--- src/inc/hbridge_pkg.sv ---
package hbridge_pkg;

  // system clock rate
  localparam int CLK_MHZ = 125;

  // internal oscillator, half period gives one output phase
  localparam int OSC_KHZ          = 425;
  localparam int OSC_HALF_CYC     = (CLK_MHZ * 1000) / (2 * OSC_KHZ);
  localparam logic [8:0] OSC_HALF = 9'(OSC_HALF_CYC);

  // watchdog timeout, least time rounds up
  localparam int WDOG_US           = 20;
  localparam int WDOG_CYC          = WDOG_US * CLK_MHZ;
  localparam logic [11:0] WDOG_MAX = 12'(WDOG_CYC);

  // on-phase trim, longest time rounds down, at least one cycle
  localparam int TRIM_NS          = 10;
  localparam int TRIM_CYC_RAW     = (TRIM_NS * CLK_MHZ) / 1000;
  localparam int TRIM_CYC         = (TRIM_CYC_RAW < 1) ? 1 : TRIM_CYC_RAW;
  localparam logic [3:0] TRIM_MAX = 4'(TRIM_CYC);

  // dead interval between phases
  localparam int DEAD_NS          = 30;
  localparam int DEAD_CYC         = (DEAD_NS * CLK_MHZ + 999) / 1000;
  localparam logic [3:0] DEAD_MAX = 4'(DEAD_CYC);

  // blanking and autoretry in microseconds, counts in cycles
  localparam int BLANK_US = 1200;
  localparam int RETRY_US = 38400;
  localparam int BLANK_CYC_DEF = BLANK_US * CLK_MHZ;
  localparam int RETRY_CYC_DEF = RETRY_US * CLK_MHZ;

  // drive phases of the bridge
  typedef enum logic [3:0] {
    PH_A    = 4'h1,
    PH_DEADA = 4'h2,
    PH_B    = 4'h4,
    PH_DEADB = 4'h8
  } phase_t;

  // protection states
  typedef enum logic [3:0] {
    PR_RUN   = 4'h1,
    PR_OC    = 4'h2,
    PR_THERM = 4'h4,
    PR_OFF   = 4'h8
  } prot_t;

  // drive pins as one carrier
  typedef struct packed {
    logic driveA;
    logic driveAOe;
    logic driveB;
    logic driveBOe;
    logic faultOe;
  } pins_t;

endpackage

--- src/core/hbridge_clock_fault_ctrl.sv ---
`timescale 1ns/10ps
module hbridge_clock_fault_ctrl #(
  parameter int BLANK_CYC = hbridge_pkg::BLANK_CYC_DEF,
  parameter int RETRY_CYC = hbridge_pkg::RETRY_CYC_DEF
) (
  input  wire logic clk,
  input  wire logic rst_n,
  input  wire logic extClk,
  input  wire logic enable_n,
  input  wire logic supplyLow,
  input  wire logic overCurrent,
  input  wire logic tempHigh,
  input  wire logic tempLow,
  output logic      driveA,
  output logic      driveAOe,
  output logic      driveB,
  output logic      driveBOe,
  output logic      faultOe,
  output logic      lowPower,
  output logic      extMode
);

  typedef struct packed {
    logic [1:0]          ocSync;
    logic [1:0]          thSync;
    logic [1:0]          tlSync;
    logic                clkPrev;
    logic [11:0]         wdog;
    logic                ext;
    logic [8:0]          osc;
    logic                toggle;
    hbridge_pkg::phase_t phase;
    logic [3:0]          dead;
    logic [3:0]          trim;
    hbridge_pkg::prot_t  prot;
    logic [31:0]         timer;
    hbridge_pkg::pins_t  pins;
    logic                lowPower;
  } state_t;

  state_t st;
  state_t next_st;

  logic ocS;
  logic thS;
  logic tlS;
  logic clkRise;
  logic stepReq;

  assign ocS = st.ocSync[1];
  assign thS = st.thSync[1];
  assign tlS = st.tlSync[1];
  assign clkRise = extClk && !st.clkPrev;

  // whole next-state function; toggle source picks the phase step
  always_comb begin
    next_st = st;
    next_st.ocSync = {st.ocSync[0], overCurrent};
    next_st.thSync = {st.thSync[0], tempHigh};
    next_st.tlSync = {st.tlSync[0], tempLow};
    next_st.clkPrev = extClk;
    if (clkRise) begin
      next_st.wdog = '0;
      next_st.ext  = 1'b1; // applied clock selects external
    end else if (st.wdog >= hbridge_pkg::WDOG_MAX) begin
      next_st.ext = 1'b0; // stalled or grounded input: internal
    end else begin
      next_st.wdog = st.wdog + 12'h001;
    end
    if (st.osc >= hbridge_pkg::OSC_HALF - 9'h001) begin
      next_st.osc = '0;
    end else begin
      next_st.osc = st.osc + 9'h001;
    end
    // one phase per rising edge (external) or oscillator wrap
    stepReq = st.ext ? clkRise : (st.osc == '0);
    if (stepReq) begin
      next_st.toggle = !st.toggle;
    end

    // protection sequencing
    case (st.prot)
      hbridge_pkg::PR_RUN: begin
        // lockout or enable high forces disable
        if (supplyLow || enable_n) begin
          next_st.prot = hbridge_pkg::PR_OFF;
        end else if (thS) begin
          next_st.prot = hbridge_pkg::PR_THERM;
        end else if (ocS) begin
          if (st.timer >= 32'(BLANK_CYC - 1)) begin
            next_st.prot  = hbridge_pkg::PR_OC;
            next_st.timer = '0;
          end else begin
            next_st.timer = st.timer + 32'h1;
          end
        end else begin
          next_st.timer = '0;
        end
      end
      hbridge_pkg::PR_OC: begin
        if (supplyLow || enable_n) begin
          next_st.prot = hbridge_pkg::PR_OFF;
        end else if (st.timer >= 32'(RETRY_CYC - 1)) begin
          next_st.prot  = hbridge_pkg::PR_RUN;
          next_st.timer = '0;
        end else begin
          next_st.timer = st.timer + 32'h1;
        end
      end
      hbridge_pkg::PR_THERM: begin
        // resume only once below lower threshold
        if (supplyLow || enable_n) begin
          next_st.prot = hbridge_pkg::PR_OFF;
        end else if (tlS) begin
          next_st.prot  = hbridge_pkg::PR_RUN;
          next_st.timer = '0;
        end
      end
      hbridge_pkg::PR_OFF: begin
        // leave disable once supply good and enabled
        if (!supplyLow && !enable_n) begin
          next_st.prot  = hbridge_pkg::PR_RUN;
          next_st.timer = '0;
        end
      end
      default: next_st.prot = hbridge_pkg::PR_OFF;
    endcase

    // bridge phase sequencer
    case (st.phase)
      hbridge_pkg::PH_A: begin
        if (st.toggle == 1'b0) begin
          next_st.phase = hbridge_pkg::PH_DEADA;
          next_st.dead  = '0;
          next_st.trim  = '0;
        end
      end
      hbridge_pkg::PH_DEADA: begin
        // trim extends the gap, shortening the on-phase
        if (st.trim < hbridge_pkg::TRIM_MAX) begin
          next_st.trim = st.trim + 4'h1;
        // dead interval before the other pair
        end else if (st.dead >= hbridge_pkg::DEAD_MAX - 4'h1) begin
          next_st.phase = hbridge_pkg::PH_B;
        end else begin
          next_st.dead = st.dead + 4'h1;
        end
      end
      hbridge_pkg::PH_B: begin
        if (st.toggle == 1'b1) begin
          next_st.phase = hbridge_pkg::PH_DEADB;
          next_st.dead  = '0;
          next_st.trim  = '0;
        end
      end
      hbridge_pkg::PH_DEADB: begin
        if (st.trim < hbridge_pkg::TRIM_MAX) begin
          next_st.trim = st.trim + 4'h1;
        end else if (st.dead >= hbridge_pkg::DEAD_MAX - 4'h1) begin
          next_st.phase = hbridge_pkg::PH_A;
        end else begin
          next_st.dead = st.dead + 4'h1;
        end
      end
      default: next_st.phase = hbridge_pkg::PH_DEADA;
    endcase

    // pins from next state so registered outputs line up with the state register, no extra delay
    next_st.pins.driveA   = (next_st.phase == hbridge_pkg::PH_A);
    next_st.pins.driveB   = (next_st.phase == hbridge_pkg::PH_B);
    next_st.pins.driveAOe = (next_st.prot == hbridge_pkg::PR_RUN)
                            && (next_st.phase == hbridge_pkg::PH_A
                                || next_st.phase == hbridge_pkg::PH_B);
    next_st.pins.driveBOe = next_st.pins.driveAOe;
    // fault pin pulled low only in fault-disabled states
    next_st.pins.faultOe  = (next_st.prot == hbridge_pkg::PR_OC)
                            || (next_st.prot == hbridge_pkg::PR_THERM);
    // low-current flag from next state, aligned with floating pins
    next_st.lowPower = (next_st.prot == hbridge_pkg::PR_OFF);
  end

  // state register; starts disabled and floating
  always_ff @(posedge clk or negedge rst_n) begin
    if (!rst_n) begin
      st <= '{ocSync: 2'h0, thSync: 2'h0, tlSync: 2'h0, clkPrev: 1'b0,
              wdog: 12'h000, ext: 1'b0, osc: 9'h000, toggle: 1'b0,
              phase: hbridge_pkg::PH_DEADA, dead: 4'h0, trim: 4'h0,
              prot: hbridge_pkg::PR_OFF, timer: 32'h0,
              pins: 5'h00, lowPower: 1'b1};
    end else begin
      st <= next_st;
    end
  end

  assign driveA   = st.pins.driveA;
  assign driveAOe = st.pins.driveAOe;
  assign driveB   = st.pins.driveB;
  assign driveBOe = st.pins.driveBOe;
  assign faultOe  = st.pins.faultOe;
  assign lowPower = st.lowPower;
  assign extMode  = st.ext;

  property p_no_overlap;
    @(posedge clk) disable iff (!rst_n)
      !(driveAOe && driveA && driveB);
  endproperty
  a_no_overlap: assert property (p_no_overlap) else $error("both phases on");

  // after A ends, floating for at least two cycles
  property p_gap;
    @(posedge clk) disable iff (!rst_n)
      $fell(st.phase == hbridge_pkg::PH_A) |-> !driveBOe [*2];
  endproperty
  a_gap: assert property (p_gap) else $error("no dead gap");

  property p_off_float;
    @(posedge clk) disable iff (!rst_n)
      (st.prot == hbridge_pkg::PR_OFF) |-> !driveAOe && !driveBOe && lowPower;
  endproperty
  a_off_float: assert property (p_off_float) else $error("drive in off");

  // lockout leads to disable next cycle
  property p_lockout;
    @(posedge clk) disable iff (!rst_n)
      supplyLow |=> (st.prot == hbridge_pkg::PR_OFF);
  endproperty
  a_lockout: assert property (p_lockout) else $error("lockout ignored");

  property p_fault;
    @(posedge clk) disable iff (!rst_n)
      faultOe == (st.prot == hbridge_pkg::PR_OC || st.prot == hbridge_pkg::PR_THERM);
  endproperty
  a_fault: assert property (p_fault) else $error("fault pin mismatch");

  // thermal shutdown from run within one cycle of synced flag
  property p_therm;
    @(posedge clk) disable iff (!rst_n)
      (st.prot == hbridge_pkg::PR_RUN && thS && !supplyLow && !enable_n)
        |=> faultOe && !driveAOe;
  endproperty
  a_therm: assert property (p_therm) else $error("no thermal stop");

  // thermal state held until lower threshold seen
  property p_hyst;
    @(posedge clk) disable iff (!rst_n)
      (st.prot == hbridge_pkg::PR_THERM && !tlS && !supplyLow && !enable_n)
        |=> (st.prot == hbridge_pkg::PR_THERM);
  endproperty
  a_hyst: assert property (p_hyst) else $error("early thermal exit");

  // external phase step only on rising edge
  property p_ext_step;
    @(posedge clk) disable iff (!rst_n)
      (st.ext && $changed(st.toggle)) |-> $past(clkRise);
  endproperty
  a_ext_step: assert property (p_ext_step) else $error("step without edge");

  // stalled clock falls back to internal
  property p_wdog;
    @(posedge clk) disable iff (!rst_n)
      (st.wdog >= hbridge_pkg::WDOG_MAX && !clkRise) |=> !extMode;
  endproperty
  a_wdog: assert property (p_wdog) else $error("watchdog missed");

  property p_retry;
    @(posedge clk) disable iff (!rst_n)
      (st.prot == hbridge_pkg::PR_OC && st.timer >= 32'(RETRY_CYC - 1)
        && !supplyLow && !enable_n) |=> !faultOe;
  endproperty
  a_retry: assert property (p_retry) else $error("retry stuck");

endmodule

--- config.mk ---
export PLATFORM = sky130hd
export DESIGN_NAME = hbridge_clock_fault_ctrl
export DESIGN_NICKNAME = d
export VERILOG_FILES = /design/src/inc/hbridge_pkg.sv /design/src/core/hbridge_clock_fault_ctrl.sv
export SDC_FILE = /design/constraint.sdc
export NUM_CORES = 1
export LEC_CHECK = 0
export ABC_AREA = 1
export BUFFER_PORTS_ARGS = -buffer_cell sky130_fd_sc_hd__buf_4
export CAP_MARGIN = 20
export CORE_MARGIN = 10
export CORE_UTILIZATION = 40
export DETAILED_ROUTE_END_ITERATION = 12
export SLEW_MARGIN = 20
export SYNTH_ARGS = -nofsm -noshare
export SYNTH_HDL_FRONTEND = slang
export SYNTH_SLANG_ARGS = --single-unit
--- constraint.sdc ---
create_clock -name clk -period 1.55 [get_ports clk]
set_clock_uncertainty 0.1 [all_clocks]
set_input_delay 0.31 -clock clk [delete_from_list [all_inputs] [get_ports clk]]
set_output_delay 0.31 -clock clk [all_outputs]
set_load 0.05 [all_outputs]
==> run metrics, run 1 <==
NumNets Final=764; met2 GRT Util=0.255; number of top-level design ports=15; data arrival time of the critical path=2.05 ns; via total after detailed routing=approximately 4.4k; clock-pin slew reported for the worst setup and hold paths after clock tree synthesis=~0.060 ns; total global-route track usage=0.142; crit path setup slack, layout=-0.313 ns; instance count of the mapped netlist=591; Die W=approximately 130 um; global routing met1 resource utilization=0.167; CTS H-tree lvls=3; Num CTS Buffers=9; Pins Over Slew Limit=0; Routed WL per cell=13.4 um; met3 Resource Use GR=0.0279; vertical die dimension=127 um; WS Path Type=reg -> reg; global-route wire length before repair=19.4 mm; Reg-to-Reg End=st[14]$_DFFE_PN0P_; startpoint of the lowest-slack register-to-register path=st[41]$_DFF_PN1_; Max Root-Sink Buffers=2; Largest stage delay, worst path=~0.60 ns; final hold viol count=0; DR vias/cell=4.91; Hold Path End=st[79]$_DFF_PN0_; nets in the synthesized netlist=~600; IO Port Bufs=14; CTS tree=built; setup-violating endpoint count in the final report=52; Worst R2R Setup Slack=-0.31 ns; most used cells in the layout excluding fill and tap cells=buf_4, inv_1, nand2_1; class of the most critical hold timing path=reg -> reg; register with the most flip-flops=st; number of flip-flops in the largest register=73; Core Region=0.0110 mm^2; detailed placer's ending HPWL=between 8 and 9 mm; P_leak=approximately 3.3 nW; Reg area=0.00209 mm^2; cells on worst reg2reg path=9; count of flip-flops with a built-in enable after synthesis=0; final cycle utilization of the critical path=1.20; via count of the first global-routing pass=4282; fraction of final layout cells with drive strength greater than 1=0.436; critical path launch point type=register; largest vdd supply drop=0.00112 V; Synth area leader=dfrtp_1; number of fill cells in the layout=916; maximum clock frequency=0.537 GHz; post-synthesis instance area=0.00456 mm^2; Async SR Flop Fraction=1.00; outcome=complete, but fails checks; antenna violations before repair=0; first drt pass iteration count=4; maximum number of pins on one net before global-route repair=28; post-route ant nets=0; top cells by area, synth=dfrtp_1, nand2_1, inv_1; cell depth of the worst hold path=0; critical hold path startpoint=next_st[79]$_DFF_PN0_; Clock Latency Late Sink=between 0.3 and 0.4 ns; global-route congestion overflow total=0; Sink Count=slightly above 80; minimum clock period after layout=approximately 1.9 ns; CP Cell Sequence=inv_2 -> nand4_1 -> o21ai_1 -> nor2_2 -> nand2_4 -> buf_12 -> o21ai_1 -> nand3_4 -> inv_2; violations in the final reports=negative setup slack; post-synth top area share=0.439; ant diodes=0; post-synthesis average cell area=7.71 um^2; commonest non-fill, non-tap cell in the layout=buf_4; total power consumption of the routed design=around 6.7 mW; drt drc=0; predominant post-synthesis flop cell=dfrtp_1; Area Overhead vs Synth=49.5%; Pwr per Cell Area=slightly below 1000 mW/mm^2; starting utilization of the core area=0.415; area taken by multi-input logic gates=0.00254 mm^2; global placer's final weighted congestion=0.880; Data required, critical path=~1.7 ns; Cell Count Post-Placement=846; number of distinct library cells after synthesis=42; Max Cap Viol=0; die area=0.0161 mm^2; crit-path max FO=12; non-filler cells, final=892; flip-flop and latch count after synthesis=between 80 and 90; unrepaired setup endpoints after global routing=true; Site Rows=38; initial detailed-routing violation count=250; master cell of the clock root buffer=clkbuf_16; sequential fraction of the synthesis area=0.457; critical path's slowest cell=dfstp_2; total wire length=12.0 mm; number of synthesis warnings=0; grt peak-use layer=met2; element type at the critical path end=register
## power by group
part / switching, mW / internal (mW)
Combinational: 1.18 / 0.966
Sequential: 0.147 / 2.36
Clock: 0.962 / 1.11
## per-layer routing
layer	wire (um)	part of all wire
met5	0	0
met4	193	0.016
met3	290	0.024
met2	6440	0.54
met1	5040	0.42
## synthesized netlist by cell type, types with 2 or more instances
master,instances
a21oi_1,13
a31oi_1,2
buf_4,3
buf_6,2
clkbuf_1,2
dfrtp_1,80
dfstp_2,3
ha_1,9
inv_1,96
inv_2,14
nand2_1,111
nand2_2,3
nand3_1,51
nand3_2,15
nand4_1,17
nor2_1,78
nor2_2,5
nor2_4,2
nor3_1,22
nor3b_1,3
o21ai_0,27
o21ai_1,7
xor2_1,7
## cells by family after synthesis
logic type / share of synthesized area
flops: 0.457
other cells: 0.000823
fa+ha+maj: 0.0247
simple gates: 0.328
buf+inv: 0.105
compound gates: 0.0687
xor+xnor: 0.0154
## critical path: cells and delay by family (launching register included)
family                 cells  cell delay, ns
AO/OA/AOI/OAI              2            0.33
buffers and inverters      3            0.29
flip-flops                 1            0.60
AND/OR/NAND/NOR            4            0.50
## stage by stage
stage	worst slack (ns)	area, um^2	util	hold WS [ns]	setup TNS, ns
floorplan	-0.113	4600	-	-0.0856	-1.66
global placement	-0.292	5670	0.516	0.178	-9.05
detailed placement	-0.381	5670	0.516	0.175	-11.09
CTS	-0.274	6390	0.582	0.249	-7.48
global route	-0.397	6810	0.620	0.259	-14.79
finish	-0.313	6810	0.620	0.247	-9.98
## how the worst max path moves through the flow
stage / depth (start not counted) / start / slack (ns) / endpoint
floorplan: 13 / st[7]$_DFFE_PN0P_ / -0.11 / st[14]$_DFFE_PN0P_
global placement: 9 / st[41]$_DFF_PN1_ / -0.29 / st[11]$_DFFE_PN0P_
detailed placement: 9 / st[41]$_DFF_PN1_ / -0.38 / st[28]$_DFFE_PN0P_
CTS: 9 / st[41]$_DFF_PN1_ / -0.27 / st[13]$_DFFE_PN0P_
global route: 9 / st[41]$_DFF_PN1_ / -0.40 / st[14]$_DFFE_PN0P_
finish: 9 / st[41]$_DFF_PN1_ / -0.31 / st[14]$_DFFE_PN0P_
## layout make-up
type / count / share of cell area
inverters: 111 / 0.0630
clock inverters: 6 / 0.00753
flip-flops and latches: 83 / 0.307
multi-input cells: 389 / 0.373
clock buffers: 10 / 0.0336
well taps: 140 / 0.0257
repair buffers: 153 / 0.191
## repair_timing
| item | in CTS | in global routing |
|---|---|---|
| gates resized for setup | 83 | 101 |
| gates cloned | 1 | 1 |
| buffers inserted | 13 | 12 |
| setup endpoints to repair | 48 | 55 |
| hold buffers | 5 | 0 |
| endpoints found under the hold margin | 25 | 0 |
| pin swaps | 23 | 34 |
No activity file was read; power rests on OpenSTA's default activity.
==> inputs of run 2 (changes only) <==
--- a/config.mk
+++ b/config.mk
@@ -11,6 +11,7 @@
 export CORE_MARGIN = 10
 export CORE_UTILIZATION = 40
 export DETAILED_ROUTE_END_ITERATION = 12
+export PLACE_DENSITY_LB_ADDON = 0.05
 export SLEW_MARGIN = 20
 export SYNTH_ARGS = -nofsm -noshare
 export SYNTH_HDL_FRONTEND = slang
==> run 2 against run 1 <==
The flow still finishes with violations (negative setup slack). Clock-buffer cell count decreased by 1. Fmax decreased by 4.9%. Routed wire length increased by 0.89%. Critical path depth increased by 3. Sequential power about the same. Global-route usage increased by 0.20 points. Combinational power increased by 7%. Setup slack got worse by 0.097 ns. Cell count increased by 1.3%. Largest cell class unchanged. Largest power group unchanged.
==> run metrics, run 2 (synthesis gave the netlist of run 1 again) <==
outcome=complete, but fails checks; violations in the final reports=negative setup slack; Site Rows=38; CTS tree=built; NumNets Final=776; element type at the critical path end=register; Num CTS Buffers=9; fraction of final layout cells with drive strength greater than 1=0.461; master cell of the clock root buffer=clkbuf_16; total global-route track usage=0.144; register with the most flip-flops=st; vertical die dimension=127 um; area taken by multi-input logic gates=0.00259 mm^2; Cell Count Post-Placement=852; global placer's final weighted congestion=0.818; number of flip-flops in the largest register=73; global-route congestion overflow total=0; critical path launch point type=register; most used cells in the layout excluding fill and tap cells=buf_4, nand2_1, inv_1, dfrtp_1, nor2_1; Max Cap Viol=0; final cycle utilization of the critical path=1.26; setup-violating endpoint count in the final report=48; worst hold slack after final layout=0.245 ns; number of fill cells in the layout=895; Data required, critical path=1.69 ns; detailed placer's ending HPWL=8.24 mm; Worst R2R Setup Slack=-0.41 ns; placement-stage cell area=0.00575 mm^2; Max Root-Sink Buffers=2; maximum clock frequency=0.510 GHz; initial detailed-routing violation count=176; class of the most critical hold timing path=reg -> reg; ant diodes=0; first drt pass iteration count=4; largest vdd supply drop=around 0.00095 V; Die W=127 um; non-filler cells, final=904; starting utilization of the core area=0.415; P_leak=3.42 nW; crit path setup slack, layout=-0.409 ns; die area=0.0161 mm^2; unrepaired setup endpoints after global routing=true; Sink Count=83; post-route ant nets=0; total wire length=approximately 12 mm; via count of the first global-routing pass=approximately 4.2k; maximum number of pins on one net before global-route repair=30; Routed WL per cell=~13 um; DR vias/cell=4.88; WS Path Type=reg -> reg; Final Util=0.645; data arrival time of the critical path=2.10 ns; Core Region=0.0110 mm^2; Pwr per Cell Area=1010 mW/mm^2; cell area after layout=0.00708 mm^2; global-route wire length before repair=slightly below 20 mm; CTS H-tree lvls=3; final hold viol count=0; via total after detailed routing=4414; drt drc=0; minimum clock period after layout=around 2.0 ns; Reg area=0.00209 mm^2; clock-pin slew reported for the worst setup and hold paths after clock tree synthesis=0.07 ns; setup total negative slack=-12.82 ns; Pins Over Slew Limit=0; Clock Latency Late Sink=0.34 ns; total power consumption of the routed design=7.17 mW; Worst Setup Slack post-DPL=-0.327 ns; crit-path max FO=8; IO Port Bufs=14; number of top-level design ports=15; antenna violations before repair=0; Area Overhead vs Synth=55.5%; commonest non-fill, non-tap cell in the layout=buf_4
-- run 2: layout make-up --
class,instances,area share
multi-input combinational,389,0.365
tap,140,0.0247
timing repair buffer,165,0.209
sequential,83,0.294
inverter,111,0.0609
clock buffer,9,0.0318
clock inverter,7,0.0140
-- run 2: what timing repair did --
item / 4_1_cts / 5_1_grt
hold buffers: 5 / 0
setup endpoints to repair: 55 / 67
gates resized for setup: 78 / 127
buffers inserted: 15 / 15
hold endpoints to repair: 26 / 0
gates cloned: 3 / 1
pin swaps: 25 / 44
-- run 2: power breakdown --
group | switching [mW] | internal, mW | total [mW]
Sequential | 0.152 | 2.37 | 2.52
Clock | 0.934 | 1.42 | 2.36
Combinational | 1.20 | 1.09 | 2.29
Total | 2.29 | 4.88 | 7.17
-- run 2: worst max-delay path: stages, from the launching register on --
cell and delay [ns]:
dfrtp_2 0.45, nor2_4 0.17, nand3_4 0.12, buf_6 0.14
a21oi_4 0.18, nor2_4 0.07, nand2_4 0.12, clkinv_8 0.10
buf_6 0.15, nand2_1 0.07, nand2_1 0.08, nand3_4 0.08
inv_2 0.03
-- run 2: worst paths after layout --
path | from | end | cells past startpoint
hold reg to reg | next_st[83]$_DFF_PN0_ | ocS$_DFF_PN0_ | 0
setup reg to reg | st[39]$_DFF_PN0_ | st[20]$_DFFE_PN0P_ | 12
min in group asynchronous | rst_n | st[17]$_DFFE_PN0P_ | 2
setup / recovery | st[39]$_DFF_PN0_ | st[20]$_DFFE_PN0P_ | 12
max in group asynchronous | rst_n | st[41]$_DFF_PN1_ | 3
hold / removal | next_st[83]$_DFF_PN0_ | ocS$_DFF_PN0_ | 0
-- run 2: metal layers --
metal  routed length (um)  global-route usage
met1                 5480               0.179
met2                 6140               0.244
met3                  266              0.0233
met4                  191              0.0576
met5                    0                   0
